--- src/dat_defs.vh ---
/*
  Timing and encoding constants for the DRAM activate/refresh timing block.
  Assumes a 50 MHz core clock; the command bus is sampled on that clock.
*/
`ifndef DAT_DEFS_VH
`define DAT_DEFS_VH
`define DAT_CLK_MHZ        50
`define DAT_NUM_BANKS      8
`define DAT_FAW_MAX_ACT    4
`define DAT_TRCD_NS        18
`define DAT_TRAS_NS        42
`define DAT_TRPPB_NS       18
`define DAT_TRPAB_NS       21
`define DAT_TRC_NS         60
`define DAT_TRRD_NS        10
`define DAT_TFAW_NS        50
`define DAT_TRFCAB_NS      210
`define DAT_TRFCPB_NS      90
`define DAT_CYC(ns)        (((ns) * `DAT_CLK_MHZ + 999) / 1000)
`define DAT_MR0_RL3_BIT    7
`define DAT_MR0_WLB_BIT    6
`endif

--- src/dat_activate_refresh_timing.v ---
/*
  Command decode and bank timing supervision for an eight-bank DRAM die.
  Assumes command/address pins arrive from the controller's clock domain and
  are resynchronised here; commands must be held stable for several cycles.
*/
`timescale 1ns/1ps
`include "dat_defs.vh"
module dat_activate_refresh_timing #(
  parameter ROW_W    = 15,
  parameter TW       = 8,
  parameter RL3_SUP  = 1'b0,
  parameter WLB_SUP  = 1'b0
) (
  input  wire             i_mclk,
  input  wire             i_resetn,
  input  wire             i_cs_n,
  input  wire [3:0]       i_ca,
  input  wire             i_ab,
  input  wire [2:0]       i_ba,
  input  wire [ROW_W-1:0] i_row,
  output reg              o_act,
  output reg  [2:0]       o_act_bank,
  output reg  [ROW_W-1:0] o_act_row,
  output reg              o_pre,
  output reg              o_refab,
  output reg              o_refpb,
  output reg              o_rw,
  output wire [7:0]       o_bank_open,
  output wire [7:0]       o_bank_rw_ready,
  output reg              o_timing_viol,
  output wire [7:0]       o_mr0
);
  localparam integer  TRCD_N   = `DAT_CYC(`DAT_TRCD_NS);
  localparam integer  TRAS_N   = `DAT_CYC(`DAT_TRAS_NS);
  localparam integer  TRPPB_N  = `DAT_CYC(`DAT_TRPPB_NS);
  localparam integer  TRPAB_N  = `DAT_CYC(`DAT_TRPAB_NS);
  localparam integer  TRC_N    = `DAT_CYC(`DAT_TRC_NS);
  localparam integer  TRRD_N   = `DAT_CYC(`DAT_TRRD_NS);
  localparam integer  TFAW_N   = `DAT_CYC(`DAT_TFAW_NS);
  localparam integer  TRFCAB_N = `DAT_CYC(`DAT_TRFCAB_NS);
  localparam integer  TRFCPB_N = `DAT_CYC(`DAT_TRFCPB_NS);
  // Counts are cut to the timer width on purpose
  localparam [TW-1:0] TRCD   = TRCD_N[TW-1:0];
  localparam [TW-1:0] TRAS   = TRAS_N[TW-1:0];
  localparam [TW-1:0] TRPPB  = TRPPB_N[TW-1:0];
  localparam [TW-1:0] TRPAB  = TRPAB_N[TW-1:0];
  localparam [TW-1:0] TRC    = TRC_N[TW-1:0];
  localparam [TW-1:0] TRRD   = TRRD_N[TW-1:0];
  localparam [TW-1:0] TFAW   = TFAW_N[TW-1:0];
  localparam [TW-1:0] TRFCAB = TRFCAB_N[TW-1:0];
  localparam [TW-1:0] TRFCPB = TRFCPB_N[TW-1:0];

  // ----------------------------------------------------------------
  // Pin resynchronisation
  // ----------------------------------------------------------------
  localparam PW = 5 + 1 + 3 + ROW_W;
  reg  [PW-1:0] s1;
  reg  [PW-1:0] s2;
  reg  [PW-1:0] s3;
  reg  [PW-1:0] pins;
  reg           was_idle;
  wire [PW-1:0] raw = {i_cs_n, i_ca, i_ab, i_ba, i_row};
  always @(posedge i_mclk or negedge i_resetn) begin
    if (!i_resetn) begin
      s1   <= {PW{1'b1}};
      s2   <= {PW{1'b1}};
      s3   <= {PW{1'b1}};
      pins <= {PW{1'b1}};
    end else begin
      s1 <= raw;
      s2 <= s1;
      s3 <= s2;
      // Only a settled pattern is taken, so skewed pins never decode
      if (s2 == s3)
        pins <= s3;
    end
  end
  wire             p_cs_n = pins[PW-1];
  wire [3:0]       p_ca   = pins[PW-2:PW-5];
  wire             p_ab   = pins[PW-6];
  wire [2:0]       p_ba   = pins[PW-7:PW-9];
  wire [ROW_W-1:0] p_row  = pins[ROW_W-1:0];

  // ----------------------------------------------------------------
  // Command decode
  // ----------------------------------------------------------------
  // activate pattern
  wire d_act   = !p_cs_n && !p_ca[0] && p_ca[1];
  wire d_pre   = !p_cs_n && p_ca[0] && p_ca[1] && !p_ca[2] && p_ca[3];
  wire d_ref   = !p_cs_n && !p_ca[0] && !p_ca[1] && p_ca[2];
  wire d_rw    = !p_cs_n && p_ca[0] && !p_ca[1];
  wire any_cmd = d_act | d_pre | d_ref | d_rw;
  // One pulse per command: a held pattern counts once until deselect
  wire fire    = any_cmd && was_idle;
  wire f_act   = fire && d_act;
  wire f_pre   = fire && d_pre;
  wire f_refab = fire && d_ref && p_ca[3];
  wire f_refpb = fire && d_ref && !p_ca[3];
  wire f_rw    = fire && d_rw;

  function [7:0] dat_onehot;
    input [2:0] b;
    begin
      dat_onehot = 8'h01 << b;
    end
  endfunction

  wire [7:0] bank_sel = dat_onehot(p_ba);

  // ----------------------------------------------------------------
  // Per-bank timers
  // ----------------------------------------------------------------
  wire [7:0] bank_viol;
  genvar g;
  generate
    for (g = 0; g < 8; g = g + 1) begin : g_bank
      dat_bank_timer #(.W(TW)) u_bank (
        .i_mclk     (i_mclk),
        .i_resetn   (i_resetn),
        .i_act      (f_act && bank_sel[g]),
        .i_pre      (f_pre && !p_ab && bank_sel[g]),
        .i_pre_all  (f_pre && p_ab),
        .i_refpb    (f_refpb && bank_sel[g]),
        .i_access   (f_rw && bank_sel[g]),
        .i_trcd     (TRCD),
        .i_tras     (TRAS),
        .i_trppb    (TRPPB),
        .i_trpab    (TRPAB),
        .i_trc      (TRC),
        .i_trfcpb   (TRFCPB),
        .o_open     (o_bank_open[g]),
        .o_rw_ready (o_bank_rw_ready[g]),
        .o_viol     (bank_viol[g])
      );
    end
  endgenerate

  // ----------------------------------------------------------------
  // Shared activate spacing, four-activate window, refresh recovery
  // ----------------------------------------------------------------
  reg  [TW-1:0] rrd_cnt;
  reg  [TW-1:0] rfc_cnt;
  reg  [TW-1:0] faw_age [0:3];
  reg  [2:0]    faw_live;
  wire          faw_evt = f_act | f_refpb;
  integer       k;
  integer       j;
  always @* begin
    faw_live = 3'h0;
    for (j = 0; j < 4; j = j + 1)
      if (faw_age[j] != {TW{1'b0}})
        faw_live = faw_live + 3'h1;
  end

  always @(posedge i_mclk or negedge i_resetn) begin
    if (!i_resetn) begin
      was_idle      <= 1'b1;
      rrd_cnt       <= {TW{1'b0}};
      rfc_cnt       <= {TW{1'b0}};
      for (k = 0; k < 4; k = k + 1)
        faw_age[k] <= {TW{1'b0}};
      o_act         <= 1'b0;
      o_act_bank    <= 3'h0;
      o_act_row     <= {ROW_W{1'b0}};
      o_pre         <= 1'b0;
      o_refab       <= 1'b0;
      o_refpb       <= 1'b0;
      o_rw          <= 1'b0;
      o_timing_viol <= 1'b0;
    end else begin
      was_idle <= !any_cmd;
      o_act    <= f_act;
      o_pre    <= f_pre;
      o_refab  <= f_refab;
      o_refpb  <= f_refpb;
      o_rw     <= f_rw;
      if (f_act) begin
        o_act_bank <= p_ba;
        o_act_row  <= p_row;
      end
      if (rrd_cnt != {TW{1'b0}}) rrd_cnt <= rrd_cnt - 1'b1;
      if (rfc_cnt != {TW{1'b0}}) rfc_cnt <= rfc_cnt - 1'b1;
      for (k = 0; k < 4; k = k + 1)
        if (faw_age[k] != {TW{1'b0}})
          faw_age[k] <= faw_age[k] - 1'b1;
      if (faw_evt) begin
        faw_age[0] <= TFAW - 1'b1;
        for (k = 1; k < 4; k = k + 1)
          faw_age[k] <= (faw_age[k-1] != {TW{1'b0}}) ? faw_age[k-1] - 1'b1 : {TW{1'b0}};
      end
      if (f_act)
        rrd_cnt <= TRRD - 1'b1;
      if (f_refab)
        rfc_cnt <= TRFCAB - 1'b1;
      o_timing_viol <= (|bank_viol)
                     | (f_act && rrd_cnt != {TW{1'b0}})
                     | (faw_evt && faw_live >= 3'h4)
                     | (fire && rfc_cnt != {TW{1'b0}})
                     | (f_refab && |o_bank_open);
    end
  end

  // ----------------------------------------------------------------
  // Mode register 0 capability bits
  // ----------------------------------------------------------------
  // optional latency support
  assign o_mr0 = {RL3_SUP[0], WLB_SUP[0], 6'h00};
endmodule // dat_activate_refresh_timing

--- src/dat_bank_timer.v ---
/*
  Per-bank state and timers: open/closed, tRCD, tRAS, tRP and tRC tracking.
  Assumes one-cycle command pulses already decoded on the core clock.
*/
`timescale 1ns/1ps
`include "dat_defs.vh"
module dat_bank_timer #(
  parameter W = 8
) (
  input  wire         i_mclk,
  input  wire         i_resetn,
  input  wire         i_act,
  input  wire         i_pre,
  input  wire         i_pre_all,
  input  wire         i_refpb,
  input  wire         i_access,
  input  wire [W-1:0] i_trcd,
  input  wire [W-1:0] i_tras,
  input  wire [W-1:0] i_trppb,
  input  wire [W-1:0] i_trpab,
  input  wire [W-1:0] i_trc,
  input  wire [W-1:0] i_trfcpb,
  output reg          o_open,
  output wire         o_rw_ready,
  output reg          o_viol
);
  reg [W-1:0] rcd_cnt;
  reg [W-1:0] ras_cnt;
  reg [W-1:0] rp_cnt;
  reg [W-1:0] rc_cnt;
  assign o_rw_ready = o_open && (rcd_cnt == {W{1'b0}});
  always @(posedge i_mclk or negedge i_resetn) begin
    if (!i_resetn) begin
      o_open  <= 1'b0;
      rcd_cnt <= {W{1'b0}};
      ras_cnt <= {W{1'b0}};
      rp_cnt  <= {W{1'b0}};
      rc_cnt  <= {W{1'b0}};
      o_viol  <= 1'b0;
    end else begin
      o_viol <= 1'b0;
      if (rcd_cnt != {W{1'b0}}) rcd_cnt <= rcd_cnt - 1'b1;
      if (ras_cnt != {W{1'b0}}) ras_cnt <= ras_cnt - 1'b1;
      if (rp_cnt != {W{1'b0}})  rp_cnt  <= rp_cnt - 1'b1;
      if (rc_cnt != {W{1'b0}})  rc_cnt  <= rc_cnt - 1'b1;
      if (i_act) begin
        if (o_open || rp_cnt != {W{1'b0}} || rc_cnt != {W{1'b0}})
          o_viol <= 1'b1;
        o_open  <= 1'b1;
        rcd_cnt <= i_trcd - 1'b1;
        ras_cnt <= i_tras - 1'b1;
        rc_cnt  <= i_trc - 1'b1;
      end else if (i_pre || i_pre_all) begin
        if (o_open && ras_cnt != {W{1'b0}})
          o_viol <= 1'b1;
        o_open <= 1'b0;
        rp_cnt <= (i_pre_all ? i_trpab : i_trppb) - 1'b1;
      end else if (i_refpb) begin
        if (o_open || rp_cnt != {W{1'b0}})
          o_viol <= 1'b1;
        rp_cnt <= i_trfcpb - 1'b1;
      end
      // access needs open bank past tRCD
      if (i_access && !(o_open && rcd_cnt == {W{1'b0}}))
        o_viol <= 1'b1;
    end
  end
endmodule // dat_bank_timer

--- config.mk ---
export PLATFORM = sky130hd
export DESIGN_NAME = dat_activate_refresh_timing
export DESIGN_NICKNAME = d
export VERILOG_FILES = /design/src/dat_activate_refresh_timing.v /design/src/dat_bank_timer.v
export VERILOG_INCLUDE_DIRS = /design/src
export SDC_FILE = /design/constraint.sdc
export NUM_CORES = 1
export LEC_CHECK = 0
export BUFFER_PORTS_ARGS = -buffer_cell sky130_fd_sc_hd__buf_2
export CORE_MARGIN = 8
export CORE_UTILIZATION = 40
export DETAILED_ROUTE_END_ITERATION = 16
export HOLD_SLACK_MARGIN = 0.06
export PLACE_DENSITY = 0.55
export SLEW_MARGIN = 20
export SYNTH_ARGS = -nofsm -noshare
export SYNTH_HDL_FRONTEND = slang
export SYNTH_SLANG_ARGS = --single-unit
--- constraint.sdc ---
create_clock -name i_mclk -period 2.9 [get_ports i_mclk]
set_clock_uncertainty 0.05 [all_clocks]
set_input_delay 0.29 -clock i_mclk [delete_from_list [all_inputs] [get_ports i_mclk]]
set_output_delay 0.29 -clock i_mclk [all_outputs]
set_load 0.01 [all_outputs]
Word-level counts from Yosys, hierarchy flattened:

Cells that the tools add are included.

* output and inout bits: 48
* register bits: 441

* shifts and indexed selects: 1
* magnitude comparators: 1
* $add $sub $neg: 42
* equal/unequal tests: 1
* reduce and logical (&&, ||, !) cells: 203
* multiplexer cells: 169
* bitwise operators: 8

Operators with widths (count)
* two-way mux 8 bit: 91
* subtractor 8 x 1 -> 8 bit (second input constant): 39
* nonzero test 8 bit: 38
* logical AND 1 bit: 78
* nonzero test 2 bit: 38
* two-way mux 1 bit: 73
* zero test 8 bit: 8
* two-way mux 32 bit: 1
* equality test 24 bit: 1
* logical OR 1 bit: 24
* OR reduction 8 bit: 2
* zero test 1 bit: 15
* adder 3 x 1 -> 3 bit (second input constant): 3
* two-way mux 3 bit: 3
* bitwise OR 1 bit: 8
* << shifter 1 x 3 -> 8 bit (first input constant): 1
* >= comparator 3 bit (second input constant): 1
* two-way mux 2 bit: 1

Logic depth before layout (Yosys ltp):

* depth after elaboration: 16
* gate-level depth with buffers: 9
* gate-level depth less buffers: 9

Hierarchy:

Synthesis repeated with hierarchy kept, for this count alone.

* cell total of the unflattened synthesis: 3040
* area, all modules: 27966.8 µm²

By module, submodules not included
* dat_bank_timer at g_bank[1].u_bank ...: cells each 309, times used 5, area each 2637.5 µm²
* dat_activate_refresh_timing: cells each 614, times used 1, area each 7043.0 µm²
* dat_bank_timer at g_bank[7].u_bank: cells each 294, times used 1, area each 2638.8 µm²
* dat_bank_timer at g_bank[6].u_bank: cells each 295, times used 1, area each 2563.7 µm²
* dat_bank_timer at g_bank[0].u_bank: cells each 292, times used 1, area each 2533.7 µm²

Worst setup path after synthesis:

No wires, ideal clock.

* path kind: register to register
* start point: register g_bank[5].u_bank.rc_cnt[0]
* end point: register g_bank[5].u_bank.o_viol
* period minus slack after synthesis: 2229 ps
* setup slack: 671 ps
* buffers on the path: 1
* data arrival time: 2053 ps
* cell stages (with the launch flop): 9
* cells stage by stage: dfrtp_1 inv_1 ha_1 or3b_4 or4b_4 buf_6 o31ai_4 a21oi_1 a311o_1

* word-level cells in the longest chain between the ends: 5

Ends and longest elaborated chain
* start: declaration: line dat_bank_timer.v:30 `reg [W-1:0] rc_cnt;`
* start signal: assignment: line dat_bank_timer.v:38 `rc_cnt <= {W{1'b0}};`
* start signal: assignment: line dat_bank_timer.v:45 `if (rc_cnt != {W{1'b0}}) rc_cnt <= rc_cnt - 1'b1;`
* start signal: assignment: line dat_bank_timer.v:52 `rc_cnt <= i_trc - 1'b1;`
* nonzero test 8 bit: line dat_bank_timer.v:47 `if (o_open || rp_cnt != {W{1'b0}} || rc_cnt != {W{1'b0}})`
* logical OR 1 bit: line dat_bank_timer.v:47
* two-way mux 1 bit: line dat_bank_timer.v:47
* two-way mux 1 bit: line dat_bank_timer.v:46 `if (i_act) begin`
* two-way mux 1 bit: line dat_bank_timer.v:64 `if (i_access && !(o_open && rcd_cnt == {W{1'b0}}))`
* end signal: assignment: line dat_bank_timer.v:48 `o_viol <= 1'b1;`
* end signal: assignment: line dat_bank_timer.v:55 `o_viol <= 1'b1;`
* end signal: assignment: line dat_bank_timer.v:65 `o_viol <= 1'b1;`
* end: declaration: line dat_bank_timer.v:25 `output reg o_viol`

No other way between the ends.
A chain may end at the register's enable or synchronous reset.

Final worst setup path:

* start point: register g_bank[6].u_bank.rcd_cnt[0]
* end point: output port o_bank_rw_ready[6]

* word-level cells in the longest chain between the ends: 2

Ends and longest elaborated chain
* start: declaration: line dat_bank_timer.v:27 `reg [W-1:0] rcd_cnt;`
* start signal: assignment: line dat_bank_timer.v:35 `rcd_cnt <= {W{1'b0}};`
* start signal: assignment: line dat_bank_timer.v:42 `if (rcd_cnt != {W{1'b0}}) rcd_cnt <= rcd_cnt - 1'b1;`
* start signal: assignment: line dat_bank_timer.v:50 `rcd_cnt <= i_trcd - 1'b1;`
* zero test 8 bit: line dat_bank_timer.v:31 `assign o_rw_ready = o_open && (rcd_cnt == {W{1'b0}});`
* logical AND 1 bit: line dat_bank_timer.v:31
* end: declaration: line dat_activate_refresh_timing.v:29 `output wire [7:0] o_bank_rw_ready,`

No other way between the ends.

==> flow_summary_export.csv <==
group,metric,value,unit
layout,seqCellArea,0.0112,mm2
route,wl_per_cell,14.9,um
route,route.detailed.drc,0,
layout,finalNetCount,2273,
floorplan,initial_core_util,40.2,%
worst_setup_path,worstPathRequired,2560,ps
flow_run,cap_violations,0,
place,pre_cts_ws,407,ps
place,io_buffers,65,
worst_setup_path,end_kind,"output pin",
timing,slew_viol_final,0,
timing,hold_slack,179,ps
route,dr.pass1.iters,5,
worst_setup_path,critPathSlowestCell,"or3b_4",
synthesis,synth_commonest_cells,"dfrtp_1, nor2_1, nand2_1",
synthesis,synth-main-ff-cell,"dfrtp_1",
floorplan,rows,84,
layout,diodes,0,
worst_setup_path,path_cells,"inv_1, ha_1, or3b_4, nor4b_4, buf_4, and2_1, buf_2",
power_and_ir_drop,p_sw,5210,uW
synthesis,avgSynthCellArea,10.2,um2
synthesis,synth.area.top_cells,"dfrtp_1, dfstp_2, nor2_1",
timing,final-hold-violation-count,0,
synthesis,yosys_warnings,0,
timing,min_period_over_period,94.7,%
power_and_ir_drop,p_leak,0.0122,uW
synthesis,yosys.area_share.simple,21.9,%
clock_network,clockBufferDepth,3,
synthesis,synth_area,0.0210,mm2
route,vias,14600,
synthesis,synth_top_family_by_area,"simple AND/OR/NAND/NOR gates",
clock_network,cts_buffers,50,
layout,postLayoutCellArea,0.0243,mm2
floorplan,coreArea,0.0522,mm2
power_and_ir_drop,p_seq_share,40.9,%
clock_network,cts_root_buf,"clkbuf_16",
hold_path,hold_class,"in2async",
place,hpwlAfterDp,29900,um
synthesis,seq_area_frac_synth,53.2,%
synthesis,yosys.area.top_type,"dfrtp_1",
clock_network,cts_tree,"done",
grt,antenna_found_initial,1,
synthesis,synth-seq-cells,441,
route,routed_via_density,5.00,
grt,grt_pass1_vias,14700,
floorplan,die-area,0.0600,mm2
power_and_ir_drop,p_comb_share,21.3,%
power_and_ir_drop,pwr_density_cell,742,mW/mm2
route,drtAntennaViolNets,0,
synthesis,syn_inst,2064,
timing,post-route-min-period,2740,ps
worst_setup_path,critical_path.max_fanout,9,
place,place.gp.congestion,0.817,
grt,grt_pass1_wl,73800,um
route,drt_iter0_markers,780,
clock_network,clkSinkCount,441,
synthesis,synth_edf_count,0,
power_and_ir_drop,p_int,12800,uW
synthesis,synthMuxAreaShare,3.70,%
power_and_ir_drop,clkPwrFrac,37.8,%
worst_setup_path,cp.arrival,2400,ps
synthesis,yosysTopAreaCellShare,41.0,%
status,status,"finished, final reports clean",
synthesis,synth_xor_area_share,7.51,%
worst_setup_path,start_kind,"register",
synthesis,synth_fa_ha_area_share,3.64,%
grt,grt_use_total,14.6,%
timing,worst_pin_slew,1010,ps
timing,slew_headroom,31.1,%
clock_network,htreeDepth,2,
layout,multi_input_area,0.00911,mm2
grt,overflow,0,
floorplan,die_y,245,um
place,place_area,0.0222,mm2
grt,grt_max_degree,67,
timing,fmaxAchievable,364,MHz
floorplan,pin_count,74,
clock_network,path_clk_slew,60,ps
layout,synthToLayoutAreaGrowth,15.9,%
floorplan,die_w,245,um
route,drt-total-wl,43500,um
timing,setup_violations,0,
worst_setup_path,worst-setup-path-type,"reg2out",
worst_setup_path,r2r_slack,390,ps
timing,fin_ws,155,ps
layout,drive_above_1_share,16.4,%
power_and_ir_drop,swShare,28.9,%
synthesis,async_flop_share,100,%
worst_setup_path,slowest_delay,420,ps
layout,nFillCells,4855,
synthesis,synth-compound-area-share,6.37,%
power_and_ir_drop,ir_drop,0.439,mV
synthesis,synth_most_common_cell,"dfrtp_1",
clock_network,worstSkewPairLatency,600,ps
synthesis,ys_types,67,
power groups by stage:
stage	clock, uW	combinational [uW]	sequential, uW
after floorplan	0	3060	7350
after global placement	0	3730	7450
after detailed placement	0	3840	7460
after CTS	7060	3890	7370
after global routing	7300	4420	7460
final	6820	3840	7370
kinds of logic (layout without fill, tap and decap cells):
kind of cell	after synthesis	after routing
other cells	1	8
buf+inv	166	323
xor+xnor	180	180
simple gates	918	918
fa+ha+maj	61	61
mux	73	73
flops	441	441
compound gates	224	224
registers in the layout, summed over array words and instances, names as in the netlist, 3 cells and up:
register / flops
g_bank.u_bank.ras_cnt: 64
g_bank.u_bank.rc_cnt: 64
g_bank.u_bank.rcd_cnt: 64
g_bank.u_bank.rp_cnt: 64
faw_age: 32
pins: 24
s1: 24
s2: 24
s3: 24
o_act_row: 15
g_bank.u_bank.o_open: 8
g_bank.u_bank.o_viol: 8
rfc_cnt: 8
rrd_cnt: 8
o_act_bank: 3
through the flow:
stage	util (%)	setup TNS [ps]	power, uW	std cells
after floorplan	-	0	10400	2071
after global placement	42.5	0	11200	2796
after detailed placement	42.5	0	11300	2796
after CTS	46.5	0	18300	2916
after global routing	46.5	-35.6	19200	2916
final	46.5	0	18000	2916
worst paths after layout:
path | from | to | cells after the start
worst max-delay path | g_bank[6].u_bank.rcd_cnt[0] | o_bank_rw_ready[6] | 7
worst min-delay path | i_resetn | g_bank[1].u_bank.rc_cnt[7] | 2
worst max register to register | faw_age[24] | o_timing_viol | 8
worst min register to register | s1[7] | s2[7] | 0
max in group asynchronous | i_resetn | s3[14] | 3
min in group i_mclk | i_cs_n | s1[23] | 2
critical path, delay by kind of cell (launching register included):
| family | cells | cell delay, ps |
|---|---|---|
| AND/OR/NAND/NOR | 3 | 810 |
| buffers and inverters | 3 | 440 |
| flip-flops | 1 | 370 |
| adder cells (fa/ha/maj) | 1 | 190 |
placed cells by master, fill, tap and decap left out, drive strengths merged, types with 16 or more instances in the layout:
cell type	n
buf	109
nor3	121
or4	16
nand3b	19
nor2	301
o21ai	67
a211oi	21
clkbuf	66
inv	98
xnor2	100
nor4b	16
dfrtp	344
dfstp	97
clkinv	17
or3	39
mux2	37
ha	61
mux2i	36
dlygate4sd3	25
nand2	203
nand2b	18
nor3b	23
nor4	34
nor2b	31
nand3	34
xor2	80
a21oi	87
layout make-up:
type | instances | area share (%)
timing repair buffer | 134 | 4.08
multi-input combinational | 1464 | 37.5
inverter | 95 | 1.47
clock buffer | 66 | 6.02
sequential | 441 | 45.9
clock inverter | 28 | 1.53
tap | 688 | 3.54
metal layers:
layer  routed length (um)  share of wire, %  GRT usage [%]
met4                  911               2.1           4.70
met1                20900                48           20.0
met2                20000                46           23.6
met3                 1710               3.9           2.54
met5                    0                 0              0
timing repair:
action,CTS,global route
setup buffers,1,0
gates resized for setup,1,3
setup endpoints to repair,2,2
hold endpoints to repair,244,0
hold buffers,25,0
Power figures use the tool's default switching activity.
